--- src/rtl/scp_consts.vh ---
// constants for the system clock source and prescaler block
`ifndef SCP_CONSTS_VH
`define SCP_CONSTS_VH

// register byte offsets
`define SCP_ADDR_SYS_CFG 4'h0
`define SCP_ADDR_LOOP_CFG 4'h4
`define SCP_ADDR_MEM_CTRL 4'h8
`define SCP_ADDR_STATUS 4'hc

// source select codes
`define SCP_SEL_WAKEUP 2'h0
`define SCP_SEL_PRESCALE 2'h2
`define SCP_SEL_DIRECT 2'h3

// field positions
`define SCP_SEL_LSB 0
`define SCP_BYPASS_BIT 0
`define SCP_OSC_SRC_BIT 1
`define SCP_DIV_LSB 16
`define SCP_WAIT_LSB 0

// reset values
`define SCP_SEL_RESET 2'h0
`define SCP_BYPASS_RESET 1'h1
`define SCP_OSC_SRC_RESET 1'h0
`define SCP_DIV_RESET 10'h000
`define SCP_WAIT_RESET 4'h4

// widths
`define SCP_DIV_W 10
`define SCP_WAIT_W 4

// axi responses
`define SCP_RESP_OKAY 2'h0
`define SCP_RESP_SLVERR 2'h2

// one-hot clock paths
`define SCP_PATH_WAKEUP 4'h1
`define SCP_PATH_PLL 4'h2
`define SCP_PATH_PRESCALE 4'h4
`define SCP_PATH_DIRECT 4'h8

`endif

--- src/rtl/HANDOVER_placeholder_unused.v ---
// empty unit: holds no logic
`timescale 1ns/1ps
`default_nettype none
`default_nettype wire

--- src/rtl/scp_prescaler.v ---
// output prescaler: divides a sampled oscillator level by divide field plus one
`timescale 1ns/1ps
`default_nettype none
module scp_prescaler #(
  parameter DIV_W = 10
) (
  // clock and reset
  input wire sys_clk,
  input wire sys_rst,
  // oscillator level, already synchronised
  input wire osc_level,
  // divide field (factor minus one)
  input wire [DIV_W-1:0] div_field,
  // divided output
  output reg div_out_reg
);

  reg osc_prev_reg;
  reg [DIV_W-1:0] cnt_reg;
  reg [DIV_W-1:0] cnt_next;
  wire [DIV_W:0] factor;
  wire [DIV_W:0] half;
  wire osc_rise;

  assign osc_rise = osc_level & ~osc_prev_reg;
  assign factor = {1'b0, div_field} + {{DIV_W{1'b0}}, 1'b1};
  assign half = factor >> 1;

  always @* begin
    if (cnt_reg >= div_field) begin
      cnt_next = {DIV_W{1'b0}};
    end else begin
      cnt_next = cnt_reg + {{(DIV_W-1){1'b0}}, 1'b1};
    end
  end

  always @(posedge sys_clk) begin
    if (sys_rst) begin
      osc_prev_reg <= 1'b0;
      cnt_reg <= {DIV_W{1'b0}};
      div_out_reg <= 1'b0;
    end else begin
      osc_prev_reg <= osc_level;
      if (div_field == {DIV_W{1'b0}}) begin
        // factor one: phases follow the oscillator duty cycle
        cnt_reg <= {DIV_W{1'b0}};
        div_out_reg <= osc_level;
      end else if (osc_rise) begin
        // one output period per factor oscillator periods, up to 1024
        cnt_reg <= cnt_next;
        div_out_reg <= ({1'b0, cnt_next} < half);
      end
    end
  end

endmodule
`default_nettype wire

--- src/rtl/scp_clock_ctrl.v ---
// system clock source selection, prescaler control and flash wait-state timing
// Behaviour
// select 11 drives system clock straight from external clock pin.
// select 10 with bypass 1 uses crystal or internal source via prescaler.
// prescale factor is divide field plus one; output is oscillator over factor.
// factor one passes oscillator with its own duty cycle.
// divide factor reaches 1024 at most.
// software sets wait states 1/2/3/4 for up to 8/13/17 MHz and above.
// wait states apply to non-sequential flash accesses only; sequential use prefetch.
// select 10 with bypass 0 enables the loop and takes its clock.
// select 00 takes the low-frequency wakeup clock.
// select codes decode combinationally to exactly one active clock path.
`timescale 1ns/1ps
`default_nettype none
`include "scp_consts.vh"
module scp_clock_ctrl #(
  parameter DIV_W = `SCP_DIV_W,
  parameter WAIT_W = `SCP_WAIT_W
) (
  // clock and reset
  input wire sys_clk,
  input wire sys_rst,
  // axi4-lite write address
  input wire [3:0] s_axi_awaddr,
  input wire s_axi_awvalid,
  output wire s_axi_awready,
  // axi4-lite write data
  input wire [31:0] s_axi_wdata,
  input wire [3:0] s_axi_wstrb,
  input wire s_axi_wvalid,
  output wire s_axi_wready,
  // axi4-lite write response
  output reg [1:0] s_axi_bresp,
  output reg s_axi_bvalid,
  input wire s_axi_bready,
  // axi4-lite read address
  input wire [3:0] s_axi_araddr,
  input wire s_axi_arvalid,
  output wire s_axi_arready,
  // axi4-lite read data
  output reg [31:0] s_axi_rdata,
  output reg [1:0] s_axi_rresp,
  output reg s_axi_rvalid,
  input wire s_axi_rready,
  // clock source pins
  input wire ext_clock_input_pin,
  input wire crystal_input_pin,
  input wire int_osc_in,
  input wire loop_clk_in,
  input wire wakeup_clk_in,
  // clock outputs
  output reg sys_clock_out_reg,
  output reg loop_enable_reg,
  output reg [3:0] active_path_reg,
  // flash access
  input wire flash_req,
  input wire flash_seq,
  output reg flash_ack_reg
);

  localparam ST_IDLE = 2'b01;
  localparam ST_WAIT = 2'b10;

  // configuration fields
  reg [1:0] sys_clock_source_select;
  reg oscillator_bypass_select;
  reg osc_source_select;
  reg [DIV_W-1:0] out_prescale_divide_field;
  reg [WAIT_W-1:0] flash_wait_cycles;

  // pin synchronisers, two flops each
  reg [4:0] pin_meta_reg;
  reg [4:0] pin_sync_reg;
  wire ext_lvl = pin_sync_reg[0];
  wire xtal_lvl = pin_sync_reg[1];
  wire int_lvl = pin_sync_reg[2];
  wire loop_lvl = pin_sync_reg[3];
  wire wu_lvl = pin_sync_reg[4];

  always @(posedge sys_clk) begin
    if (sys_rst) begin
      pin_meta_reg <= 5'h00;
      pin_sync_reg <= 5'h00;
    end else begin
      pin_meta_reg <= {wakeup_clk_in, loop_clk_in, int_osc_in, crystal_input_pin, ext_clock_input_pin};
      pin_sync_reg <= pin_meta_reg;
    end
  end

  // one-hot path decode; code 01 is not a clock source and keeps wakeup running
  function [3:0] path_decode;
    input [1:0] sel;
    input bypass;
    begin
      case (sel)
        `SCP_SEL_DIRECT: path_decode = `SCP_PATH_DIRECT;
        `SCP_SEL_PRESCALE: path_decode = bypass ? `SCP_PATH_PRESCALE : `SCP_PATH_PLL;
        default: path_decode = `SCP_PATH_WAKEUP;
      endcase
    end
  endfunction

  wire [3:0] path = path_decode(sys_clock_source_select, oscillator_bypass_select);
  wire osc_lvl = osc_source_select ? int_lvl : xtal_lvl;
  wire presc_out;

  scp_prescaler #(
    .DIV_W(DIV_W)
  ) u_presc (
    .sys_clk(sys_clk),
    .sys_rst(sys_rst),
    .osc_level(osc_lvl),
    .div_field(out_prescale_divide_field),
    .div_out_reg(presc_out)
  );

  reg clk_sel_next;
  always @* begin
    case (path)
      `SCP_PATH_DIRECT: clk_sel_next = ext_lvl;
      `SCP_PATH_PRESCALE: clk_sel_next = presc_out;
      `SCP_PATH_PLL: clk_sel_next = loop_lvl;
      default: clk_sel_next = wu_lvl;
    endcase
  end

  always @(posedge sys_clk) begin
    if (sys_rst) begin
      sys_clock_out_reg <= 1'b0;
      loop_enable_reg <= 1'b0;
      active_path_reg <= `SCP_PATH_WAKEUP;
    end else begin
      sys_clock_out_reg <= clk_sel_next;
      loop_enable_reg <= (path == `SCP_PATH_PLL);
      active_path_reg <= path;
    end
  end

  // axi4-lite write side: address and data latched in either order
  reg aw_held_reg;
  reg w_held_reg;
  reg [3:0] awaddr_reg;
  reg [31:0] wdata_reg;
  reg [3:0] wstrb_reg;
  wire aw_take = s_axi_awvalid & s_axi_awready;
  wire w_take = s_axi_wvalid & s_axi_wready;
  wire aw_have = aw_held_reg | aw_take;
  wire w_have = w_held_reg | w_take;
  wire [3:0] wr_addr = aw_held_reg ? awaddr_reg : s_axi_awaddr;
  wire [31:0] wr_data = w_held_reg ? wdata_reg : s_axi_wdata;
  wire [3:0] wr_strb = w_held_reg ? wstrb_reg : s_axi_wstrb;
  wire wr_fire = aw_have & w_have & ~s_axi_bvalid;

  assign s_axi_awready = ~aw_held_reg & ~s_axi_bvalid;
  assign s_axi_wready = ~w_held_reg & ~s_axi_bvalid;

  function addr_mapped;
    input [3:0] a;
    begin
      addr_mapped = (a == `SCP_ADDR_SYS_CFG) | (a == `SCP_ADDR_LOOP_CFG) |
                    (a == `SCP_ADDR_MEM_CTRL) | (a == `SCP_ADDR_STATUS);
    end
  endfunction

  always @(posedge sys_clk) begin
    if (sys_rst) begin
      aw_held_reg <= 1'b0;
      w_held_reg <= 1'b0;
      awaddr_reg <= 4'h0;
      wdata_reg <= 32'h00000000;
      wstrb_reg <= 4'h0;
      s_axi_bvalid <= 1'b0;
      s_axi_bresp <= `SCP_RESP_OKAY;
      sys_clock_source_select <= `SCP_SEL_RESET;
      oscillator_bypass_select <= `SCP_BYPASS_RESET;
      osc_source_select <= `SCP_OSC_SRC_RESET;
      out_prescale_divide_field <= `SCP_DIV_RESET;
      flash_wait_cycles <= `SCP_WAIT_RESET;
    end else begin
      if (aw_take) begin
        awaddr_reg <= s_axi_awaddr;
      end
      if (w_take) begin
        wdata_reg <= s_axi_wdata;
        wstrb_reg <= s_axi_wstrb;
      end
      if (wr_fire) begin
        aw_held_reg <= 1'b0;
        w_held_reg <= 1'b0;
        s_axi_bvalid <= 1'b1;
        s_axi_bresp <= addr_mapped(wr_addr) ? `SCP_RESP_OKAY : `SCP_RESP_SLVERR;
        if (wr_addr == `SCP_ADDR_SYS_CFG && wr_strb[0]) begin
          sys_clock_source_select <= wr_data[`SCP_SEL_LSB+1:`SCP_SEL_LSB];
        end
        if (wr_addr == `SCP_ADDR_LOOP_CFG) begin
          if (wr_strb[0]) begin
            oscillator_bypass_select <= wr_data[`SCP_BYPASS_BIT];
            osc_source_select <= wr_data[`SCP_OSC_SRC_BIT];
          end
          // divide field straddles two byte lanes
          if (wr_strb[2]) begin
            out_prescale_divide_field[7:0] <= wr_data[`SCP_DIV_LSB+7:`SCP_DIV_LSB];
          end
          if (wr_strb[3]) begin
            out_prescale_divide_field[DIV_W-1:8] <= wr_data[`SCP_DIV_LSB+DIV_W-1:`SCP_DIV_LSB+8];
          end
        end
        // software owns the frequency-to-wait-state match
        if (wr_addr == `SCP_ADDR_MEM_CTRL && wr_strb[0]) begin
          flash_wait_cycles <= wr_data[`SCP_WAIT_LSB+WAIT_W-1:`SCP_WAIT_LSB];
        end
      end else begin
        if (aw_take) begin
          aw_held_reg <= 1'b1;
        end
        if (w_take) begin
          w_held_reg <= 1'b1;
        end
        if (s_axi_bvalid && s_axi_bready) begin
          s_axi_bvalid <= 1'b0;
        end
      end
    end
  end

  // axi4-lite read side
  assign s_axi_arready = ~s_axi_rvalid;

  always @(posedge sys_clk) begin
    if (sys_rst) begin
      s_axi_rvalid <= 1'b0;
      s_axi_rdata <= 32'h00000000;
      s_axi_rresp <= `SCP_RESP_OKAY;
    end else if (s_axi_arvalid && s_axi_arready) begin
      s_axi_rvalid <= 1'b1;
      s_axi_rresp <= addr_mapped(s_axi_araddr) ? `SCP_RESP_OKAY : `SCP_RESP_SLVERR;
      case (s_axi_araddr)
        `SCP_ADDR_SYS_CFG: s_axi_rdata <= {30'h00000000, sys_clock_source_select};
        `SCP_ADDR_LOOP_CFG: s_axi_rdata <= {6'h00, out_prescale_divide_field, 14'h0000,
                                            osc_source_select, oscillator_bypass_select};
        `SCP_ADDR_MEM_CTRL: s_axi_rdata <= {28'h0000000, flash_wait_cycles};
        `SCP_ADDR_STATUS: s_axi_rdata <= {26'h0000000, loop_enable_reg, sys_clock_out_reg, active_path_reg};
        default: s_axi_rdata <= 32'h00000000;
      endcase
    end else if (s_axi_rvalid && s_axi_rready) begin
      s_axi_rvalid <= 1'b0;
    end
  end

  // flash access timing: a prefetch hit answers next cycle, a jump waits
  reg [1:0] fl_state_reg;
  reg [WAIT_W-1:0] fl_cnt_reg;

  always @(posedge sys_clk) begin
    if (sys_rst) begin
      fl_state_reg <= ST_IDLE;
      fl_cnt_reg <= {WAIT_W{1'b0}};
      flash_ack_reg <= 1'b0;
    end else begin
      flash_ack_reg <= 1'b0;
      case (fl_state_reg)
        ST_IDLE: begin
          if (flash_req) begin
            if (flash_seq || flash_wait_cycles == {WAIT_W{1'b0}}) begin
              flash_ack_reg <= 1'b1;
            end else begin
              fl_cnt_reg <= flash_wait_cycles;
              fl_state_reg <= ST_WAIT;
            end
          end
        end
        ST_WAIT: begin
          if (fl_cnt_reg == {{(WAIT_W-1){1'b0}}, 1'b1}) begin
            flash_ack_reg <= 1'b1;
            fl_state_reg <= ST_IDLE;
          end
          fl_cnt_reg <= fl_cnt_reg - {{(WAIT_W-1){1'b0}}, 1'b1};
        end
        default: fl_state_reg <= ST_IDLE;
      endcase
    end
  end

endmodule
`default_nettype wire

--- config.mk ---
export PLATFORM = sky130hd
export DESIGN_NAME = scp_clock_ctrl
export DESIGN_NICKNAME = d
export VERILOG_FILES = /design/src/rtl/HANDOVER_placeholder_unused.v /design/src/rtl/scp_prescaler.v /design/src/rtl/scp_clock_ctrl.v
export VERILOG_INCLUDE_DIRS = /design/src /design/src/rtl
export SDC_FILE = /design/constraint.sdc
export NUM_CORES = 1
export LEC_CHECK = 0
export BUFFER_PORTS_ARGS = -buffer_cell sky130_fd_sc_hd__buf_2
export CORE_MARGIN = 2
export CORE_UTILIZATION = 59
export CTS_CLUSTER_DIAMETER = 50
export DETAILED_ROUTE_END_ITERATION = 10
export GPL_TIMING_DRIVEN = 0
export HOLD_SLACK_MARGIN = 0.15
export MAX_ROUTING_LAYER = met4
export PLACE_DENSITY = 0.81
export SKIP_CTS_REPAIR_TIMING = 1
export SLEW_MARGIN = 10
export SYNTH_ARGS = -nofsm -noshare
export SYNTH_HDL_FRONTEND = slang
export SYNTH_HIERARCHICAL = 1
export SYNTH_SLANG_ARGS = --single-unit
--- constraint.sdc ---
create_clock -name sys_clk -period 4.5 [get_ports sys_clk]
set_input_delay 0.675 -clock sys_clk [delete_from_list [all_inputs] [get_ports sys_clk]]
set_output_delay 0.675 -clock sys_clk [all_outputs]
set_load 0.01 [all_outputs]
==> impl_metrics.tcl, run 1 <==
set metrics [dict create \
    crit_path_arrival_time_ns 3.53 \
    synth.lib_cells_used.distinct 58 \
    die-area_mm2 0.00929 \
    insertedDiodeCount 0 \
    synth.top_cells.by_count "96 x dfxtp_1, 71 x nand2_1, 53 x a21oi_1, 44 x nor2_1, 28 x nor3_1" \
    rows 33 \
    die-width_um 96.4 \
    finalCritPeriodShare_pct 71.6 \
    mux_contribution_to_synthesized_area_pct 5.77 \
    yosys_most_used_dff "dfxtp_1" \
    synthAdderAreaFrac_pct 6.46 \
    number_of_global_route_vias_before_repair 4292 \
    hold_ws_ns 0.445 \
    drive_gt1_share_pct 18.8 \
    worstSkewPairLatency_ns 0.36 \
    synth_warnings 6 \
    drc_errors 0 \
    cts_tree "built" \
    grt.total_usage_pct 29.1 \
    nFillCells 706 \
    detailedRoute.firstIterationViolations 275 \
    rsz0062_at_grt "no" \
    synth_edf_count 0 \
    numPortBuffers 67 \
    fin_setup_tns_ns 0 \
    fin_skew_ns 0.0101 \
    p_leak_nw 2.35 \
    placed_cells_incl_taps 786 \
    synth_compound_area_share_pct 14.6 \
    postRouteAntennaNets 0 \
    result_of_the_run "complete, no violations" \
    finalWorstPathRequiredPeriod_ns 3.22 \
    timing_worst_slew_pin_value_ns 0.829 \
    report.final.setup_viol 0 \
    worstSetupEndpointType "register" \
    design.core.area_mm2 0.00826 \
    synth_top_cells_by_area "dfxtp_1 38%, ha_1 6.5%, nand2_1 5.3%, a21oi_1 5.3%, mux2i_1 4.0%" \
    detail_route.wl_per_cell_um 15.6 \
    avgSynthCellArea_um2 8.43 \
    finalHoldViolations 0 \
    grt_pass1_wl_mm 20.1 \
    ioPinCount 106 \
    clk_pin_slew_worst_paths_ns 0.10 \
    slew_headroom_pct 44.3 \
    detail_route.wirelength_mm 12.5 \
    wl_met1_mm 5.46 \
    highest_layer "met4" \
    worstSetupPathType "register to register" \
    cts-htree-levels 3 \
    slowest_stage "dfxtp_1" \
    crit_path_max_fanout 9 \
    crit_required_ns 4.81 \
    critPathMostFrequentCell "ha_1" \
    slew_viol_final 0 \
    cp_cell_sequence "inv_1 -> ha_1 -> a21oi_1 -> o21ai_0 -> a31oi_2 -> nand2_1 -> nor2_1 -> ha_1 -> nand4_1 -> nor3_1 -> a2111oi_0 -> a41o_1" \
    max_freq_mhz 310 \
    grt_remaining_overflow 0 \
    nNetsFinal 776 \
    final_core_util_pct 69.6 \
    clock_sinks 96 \
    place_congestion 0.883 \
    worst_path_largest_cell_delay_ns 0.43 \
    irDropWorstVdd_uv 169 \
    dominant_combinational_cell_family_by_area_after_synthesis "simple AND/OR/NAND/NOR gates" \
    post_dp_hpwl_mm 9.50 \
    initial_utilization_pct 61.0 \
    cts_root_buffer "clkbuf_8" \
    grt_start_max_net_pins 17 \
    routed-wl-met2_mm 6.02 \
    die_y_um 96.4 \
    postSynthRegisterBits 96 \
    flip_flop_count_of_the_largest_register_all_copies_and_words_added 16 \
    detail_route.vias_per_cell 5.73 \
    antenna_found_initial 0 \
    reported_max_cap_violation_count 0 \
    synth.top_cell.area_share_pct 38.2 \
    synth.largest_area_cell "dfxtp_1" \
    via_count 4596 \
    worst_setup_path_start_kind "register" \
    syn_area_mm2 0.00503 \
    async_flop_share_pct 0 \
    yosys.cell_count.top_type "dfxtp_1" \
    synth_simple_gate_area_share_pct 25.4 \
    class_of_the_most_critical_hold_timing_path "register to register" \
    met3_wirelength_um 773 \
    numCtsBuffers 9 \
    post_synth_inst_count 597 \
    synth-xor-area-share_pct 2.44 \
    cellPowerDensity_mw_per_mm2 293 \
    flow.area_growth_from_synthesis_pct 14.2 \
    post_layout_nonfiller_instances 802 \
    detail_route.first_pass.iterations 5 \
    cts.path.max_buffers 2 \
    yosysSeqAreaShare_pct 38.2 \
]
power breakdown:
group          switching (mW)  total (mW)  internal, mW
clock                   0.313       0.538         0.225
combinational           0.151       0.246        0.0944
sequential             0.0197       0.899         0.880
total                   0.484        1.68          1.20
placed cells by master (no fill, tap or decap), drive strengths merged, types with 25 or more instances in the layout:
cell / count
buf: 101
clkbuf: 27
ha: 26
nor2: 44
nand2: 71
a21oi: 53
nor3: 31
inv: 25
nor2b: 27
dfxtp: 96
through the flow:
| stage | cell area [um2] | setup slack [ns] | power (mW) |
|---|---|---|---|
| final | 5750 | 1.28 | 1.68 |
| after global routing | 5750 | 0.974 | 1.75 |
| after CTS | 5750 | 1.31 | 1.69 |
| after detailed placement | 5570 | 1.42 | 1.16 |
| after global placement | 5570 | 1.51 | 1.15 |
| after floorplan | 5100 | 1.82 | 1.08 |
cell families after synthesis:
logic type / after synthesis
flip-flops: 96
adder cells (fa/ha/maj): 26
XOR/XNOR: 14
multiplexers: 26
other: 1
AND/OR/NAND/NOR: 246
AO/OA/AOI/OAI: 116
buffers and inverters: 72
final timing paths:
| check | slack (ns) | endpoint | cells after the start | from |
|---|---|---|---|---|
| setup / recovery | 1.28 | u_presc/div_out_reg | 12 | out_prescale_divide_field[7] |
| hold / removal | 0.45 | pin_sync_reg[3] | 1 | pin_meta_reg[3] |
| setup reg to reg | 1.28 | u_presc/div_out_reg | 12 | out_prescale_divide_field[7] |
| hold reg to reg | 0.45 | pin_sync_reg[3] | 1 | pin_meta_reg[3] |
critical path, delay by kind of cell (launching register included):
kind,cells,cell delay [ns]
AOI/OAI and AO/OA,5,1.29
buffers and inverters,1,0.12
adders and majority gates,2,0.59
DFF,1,0.43
and+or+nand+nor,4,0.73
layout make-up:
type                            count  area [um2]  share of cell area, %
Multi-Input combinational cell    446        2820                   49.1
Inverter                           23        86.3                   1.50
Clock buffer                       12         145                   2.53
Sequential cell                    96        1920                   33.4
Buffer                             49         270                   4.70
Clock inverter                      4        37.5                  0.653
Timing Repair Buffer               67         335                   5.83
Tap cell                          105         131                   2.29
per-layer routing:
layer | vias to the layer above | track usage [%]
met4 | 0 | 12.1
met1 | 2135 | 36.6
met3 | 28 | 3.49
li1 | 2254 | -
met5 | - | -
met2 | 179 | 47.7
Note: power is estimated with default switching activity, not from simulation.
==> run 2: changes to the inputs <==
CORE_UTILIZATION = 50   (was 59)
PLACE_DENSITY = 0.73   (was 0.81)
clock period = 2.8 ns   (was 4.5 ns; I/O delays follow)
==> run 2 against run 1 <==
  * Die area is 17% higher
  * Critical path type unchanged
  * Power increased by 65%
  * Via count grew 0.85%
  * Worst hold slack lost 0.19 ns
  * Largest cell class unchanged
  * Flip-flop and latch count is the same
  * Global-route usage down 5.1 points
  * First-iteration DRC count shrank 13%
==> impl_metrics.tcl, run 2 (synthesized netlist as in run 1, its figures left out) <==
set metrics [dict create \
    result_of_the_run "complete, no violations" \
    p_leak_nw 2.46 \
    initial_utilization_pct 51.5 \
    cp_cell_sequence "inv_1 -> ha_4 -> a21oi_2 -> o21ai_2 -> a31oi_4 -> nand2_4 -> nor2_2 -> ha_1 -> nand4_1 -> nor3_2 -> nand4_1 -> a41o_1" \
    worstSetupPathType "register to register" \
    detail_route.wl_per_cell_um 15.5 \
    detailedRoute.firstIterationViolations 240 \
    multiInputGateArea_mm2 0.00295 \
    final_common_cell "dfxtp_1" \
    timing_worst_slew_pin_value_ns 0.858 \
    slew_headroom_pct 42.3 \
    die-width_um 104 \
    worstSkewPairLatency_ns 0.37 \
    flip_flop_count_of_the_largest_register_all_copies_and_words_added 16 \
    totalPowerFinal_mw 2.77 \
    design.core.area_mm2 0.00977 \
    slew_viol_final 0 \
    cts.path.max_buffers 2 \
    irDropWorstVdd_uv 299 \
    die-area_mm2 0.0109 \
    finalCritPeriodShare_pct 97.4 \
    crit_path_max_fanout 7 \
    antenna_found_initial 0 \
    number_of_global_route_vias_before_repair 4293 \
    fin_setup_tns_ns 0 \
    drive_gt1_share_pct 24.7 \
    die_y_um 104 \
    flow.area_growth_from_synthesis_pct 20.6 \
    grt_start_max_net_pins 20 \
    insertedDiodeCount 0 \
    clock_sinks 96 \
    crit_path_arrival_time_ns 3.00 \
    numCtsBuffers 9 \
    worstSetupEndpointType "register" \
    cts-htree-levels 3 \
    drc_errors 0 \
    max_freq_mhz 367 \
    r2r_start "out_prescale_divide_field[7]" \
    holdCritStartpoint "loop_clk_in" \
    worst_setup_path_start_kind "register" \
    post_dp_hpwl_mm 9.47 \
    reported_max_cap_violation_count 0 \
    grt_remaining_overflow 0 \
    seqCellArea_mm2 0.00195 \
    detail_route.wirelength_mm 13.1 \
    nNetsFinal 791 \
    final_core_util_pct 62.1 \
    crit_required_ns 3.07 \
    critPathMostFrequentCell "nand4_1" \
    place_congestion 0.912 \
    finalHoldViolations 0 \
    slowest_stage "dfxtp_4" \
    clk_pin_slew_worst_paths_ns 0.11 \
    nFillCells 859 \
    grt.total_usage_pct 23.9 \
    grt_pass1_wl_mm 20.5 \
    rows 36 \
    cellPowerDensity_mw_per_mm2 457 \
    startpoint "out_prescale_divide_field[7]" \
    cts_root_buffer "clkbuf_8" \
    report.final.setup_viol 0 \
    detail_route.first_pass.iterations 4 \
    numPortBuffers 67 \
    via_count 4635 \
    worst_path_largest_cell_delay_ns 0.38 \
    fin_skew_ns 0.0123 \
    postRouteAntennaNets 0 \
    class_of_the_most_critical_hold_timing_path "input port to register" \
    ioPinCount 106 \
    detail_route.vias_per_cell 5.49 \
    cts_tree "built" \
    finalWorstPathRequiredPeriod_ns 2.73 \
    layout_common_cells "84 x dfxtp_1, 76 x buf_2, 69 x nand2_1" \
]
-- run 2: cell types whose count changed in the layout (fill, tap and decap cells not counted), moves of 3 or more --
cell and change:
dfxtp_2 +6, ha_1 -4, nor2_1 -3, ha_4 +3, dfxtp_1 -12, dfxtp_4 +6
buf_4 +14
-- run 2: metrics by stage --
| stage | instances | hold slack [ns] | instance area, um2 | setup slack, ns |
|---|---|---|---|---|
| after global placement | 814 | 0.423 | 5600 | -0.227 |
| after global routing | 845 | 0.247 | 6070 | -0.0909 |
| after detailed placement | 814 | 0.421 | 5600 | -0.304 |
| final | 845 | 0.257 | 6070 | 0.0734 |
| after CTS | 830 | 0.245 | 5800 | -0.358 |
| after floorplan | 614 | 0.414 | 5100 | 0.116 |
-- run 2: power by group --
part / internal [mW] / switching, mW / total, mW / leakage [nW]
Clock: 0.350 / 0.561 / 0.912 / 0.0939
Sequential: 1.41 / 0.0302 / 1.44 / 0.789
Combinational: 0.171 / 0.252 / 0.423 / 1.57
-- run 2: path summary, 6_finish.rpt --
check	endpoint	slack, ns	depth (start not counted)
max	u_presc/div_out_reg	0.07	12
min	pin_meta_reg[3]	0.26	2
max reg2reg	u_presc/div_out_reg	0.07	12
min reg2reg	pin_sync_reg[4]	0.45	1
-- run 2: cell type report --
type	count	area share (%)
timing repair buffer	81	7.25
clock inverter	7	1.26
sequential	96	32.1
inverter	23	1.42
tap	133	2.74
multi-input combinational	447	48.5
buffer	49	4.66
clock buffer	9	2.04
-- run 2: per-layer routing --
metal,vias up,GRT usage (%),wire [um]
met2,144,38.4,6220
li1,2293,-,-
met4,0,9.56,443
met1,2161,30.1,5770
met3,37,4.01,652
met5,-,-,0
-- run 2: critical path, delay by kind of cell (launching register included) --
family	cells	cell delay, ns
AO/OA/AOI/OAI	4	0.81
flip-flops	1	0.38
AND/OR/NAND/NOR	5	0.86
buffers and inverters	1	0.14
adder cells (fa/ha/maj)	2	0.42
==> run 3: changes to the inputs <==
--- a/config.mk
+++ b/config.mk
@@ -10,5 +10,5 @@
 export CORE_MARGIN = 2
 export CORE_UTILIZATION = 50
-export CTS_CLUSTER_DIAMETER = 50
+export CTS_CLUSTER_DIAMETER = 60
 export DETAILED_ROUTE_END_ITERATION = 10
 export GPL_TIMING_DRIVEN = 0
==> constraint.sdc (replaced) <==
create_clock -name sys_clk -period 2.8 [get_ports sys_clk]
set_input_delay 0.42 -clock sys_clk [delete_from_list [all_inputs] [get_ports sys_clk]]
set_output_delay 0.42 -clock sys_clk [all_outputs]
set_load 0.1 [all_outputs]
==> run 3 against run 2 <==
  * Clock power down 2.7%
  * Worst setup slack got worse by 0.061 ns
  * Die area stayed put
  * Worst hold slack improved by 0.00079 ns
  * Flip-flop and latch count unchanged
  * Routed wire length barely moved
  * Critical endpoint unchanged
==> impl_metrics.tcl, run 3 (synthesized netlist as in run 1, its figures left out) <==
set metrics [dict create \
    result_of_the_run "complete, no violations" \
    flip_flop_count_of_the_largest_register_all_copies_and_words_added 16 \
    numCtsBuffers 9 \
    fin_ws_ns 0.0120 \
    numPortBuffers 67 \
    nNetsFinal 785 \
    finalWorstPathRequiredPeriod_ns 2.79 \
    fin_skew_ns 0.0174 \
    highest_layer "met4" \
    crit_path_arrival_time_ns 3.10 \
    met3_wirelength_um 700 \
    rows 36 \
    die-width_um 104 \
    reported_max_cap_violation_count 0 \
    finalCritPeriodShare_pct 99.6 \
    detail_route.wl_per_cell_um 15.6 \
    clock_sinks 96 \
    postRouteAntennaNets 0 \
    worst_path_largest_cell_delay_ns 0.38 \
    wl_met1_mm 5.61 \
    place_congestion 0.882 \
    routed-wl-met2_mm 6.48 \
    totalPowerFinal_mw 2.93 \
    design.core.area_mm2 0.00977 \
    cellPowerDensity_mw_per_mm2 489 \
    post_layout_nonfiller_instances 839 \
    post_dp_hpwl_mm 9.64 \
    detail_route.first_pass.iterations 4 \
    detail_route.vias_per_cell 5.53 \
    detail_route.wirelength_mm 13.1 \
    cts_root_buffer "clkbuf_8" \
    antenna_found_initial 0 \
    worstSetupEndpointType "register" \
    die-area_mm2 0.0109 \
    grt_remaining_overflow 0 \
    layout_common_cells "84 x dfxtp_1, 76 x buf_2, 70 x nand2_1" \
    clk_pin_slew_worst_paths_ns 0.10 \
    cts-htree-levels 3 \
    insertedDiodeCount 0 \
    drc_errors 0 \
    number_of_global_route_vias_before_repair 4444 \
    cp_cell_sequence "inv_1 -> ha_1 -> nand2b_1 -> a211o_1 -> nand3_4 -> buf_6 -> and3_1 -> ha_1 -> a21o_1 -> a2111oi_2 -> a41o_1" \
    grt.total_usage_pct 24.7 \
    crit_required_ns 3.12 \
    irDropWorstVdd_uv 293 \
    slew_headroom_pct 39.1 \
    crit_path_max_fanout 10 \
    worstSetupPathType "register to register" \
    worst_setup_path_start_kind "register" \
    placed_cells_incl_taps 814 \
    via_count 4641 \
    final_core_util_pct 61.4 \
    grt_pass1_wl_mm 21.3 \
    initial_utilization_pct 51.5 \
    grt_start_max_net_pins 19 \
    slew_viol_final 0 \
    drive_gt1_share_pct 24.1 \
    class_of_the_most_critical_hold_timing_path "input port to register" \
    critPathMostFrequentCell "ha_1" \
    final_common_cell "dfxtp_1" \
    slowest_stage "dfxtp_4" \
    flow.area_growth_from_synthesis_pct 19.2 \
    setup.reg_to_reg.worst_slack_ns 0.01 \
    finalHoldViolations 0 \
    die_y_um 104 \
    cts_tree "built" \
    p_leak_nw 2.44 \
    worstSkewPairLatency_ns 0.38 \
    report.final.setup_viol 0 \
    timing_worst_slew_pin_value_ns 0.907 \
    cts.path.max_buffers 2 \
    detailedRoute.firstIterationViolations 257 \
    ioPinCount 106 \
    dp_slack_ns -0.320 \
    max_freq_mhz 359 \
]
-- run 3: changes by cell type in the layout (fill, tap and decap cells not counted), moves of 2 or more --
cell and delta:
dfxtp_4 -3, buf_4 -5, nand2_2 -2, clkinv_4 +3, clkinvlp_4 -2, nor2_1 -3, nor2_2 +3, dfxtp_2 +3
-- run 3: power by group --
group | internal [mW] | switching [mW] | leakage, nW
sequential | 1.41 | 0.0314 | 0.788
clock | 0.345 | 0.542 | 0.0957
combinational | 0.168 | 0.435 | 1.55
total | 1.92 | 1.01 | 2.44
-- run 3: metrics by stage --
step                setup TNS [ns]  hold slack, ns  cell area, um2
floorplan                        0           0.414            5100
global placement            -0.240           0.426            5610
detailed placement          -0.320           0.431            5610
CTS                         -0.369           0.249            5800
global route               -0.0711           0.261            6000
finish                           0           0.258            6000
-- run 3: worst paths after layout --
| check | startpoint | endpoint | depth (start not counted) |
|---|---|---|---|
| min | wakeup_clk_in | pin_meta_reg[4] | 2 |
| min reg2reg | pin_meta_reg[1] | pin_sync_reg[1] | 1 |
| max reg2reg | u_presc/cnt_reg[0] | u_presc/div_out_reg | 11 |
| max | u_presc/cnt_reg[0] | u_presc/div_out_reg | 11 |
-- run 3: per-layer routing --
metal  vias to the layer above  track usage [%]
met5                         -                -
met4                         0             9.36
met3                        29             3.51
met2                       151             39.6
met1                      2185             31.6
li1                       2276                -
-- run 3: area by class of cell --
type | count | area [um2]
inverter | 23 | 86.3
buffer | 48 | 272
clock inverter | 6 | 62.6
clock buffer | 10 | 128
sequential | 96 | 1940
tap | 133 | 166
timing repair buffer | 77 | 414
multi-input combinational | 446 | 2930
fill | 885 | 3770
-- run 3: critical path: cells and delay by family (launching register included) --
kind	cells	cell delay, ns
compound gates	4	1.10
fa+ha+maj	2	0.52
buf+inv	2	0.22
flops	1	0.38
simple gates	3	0.49
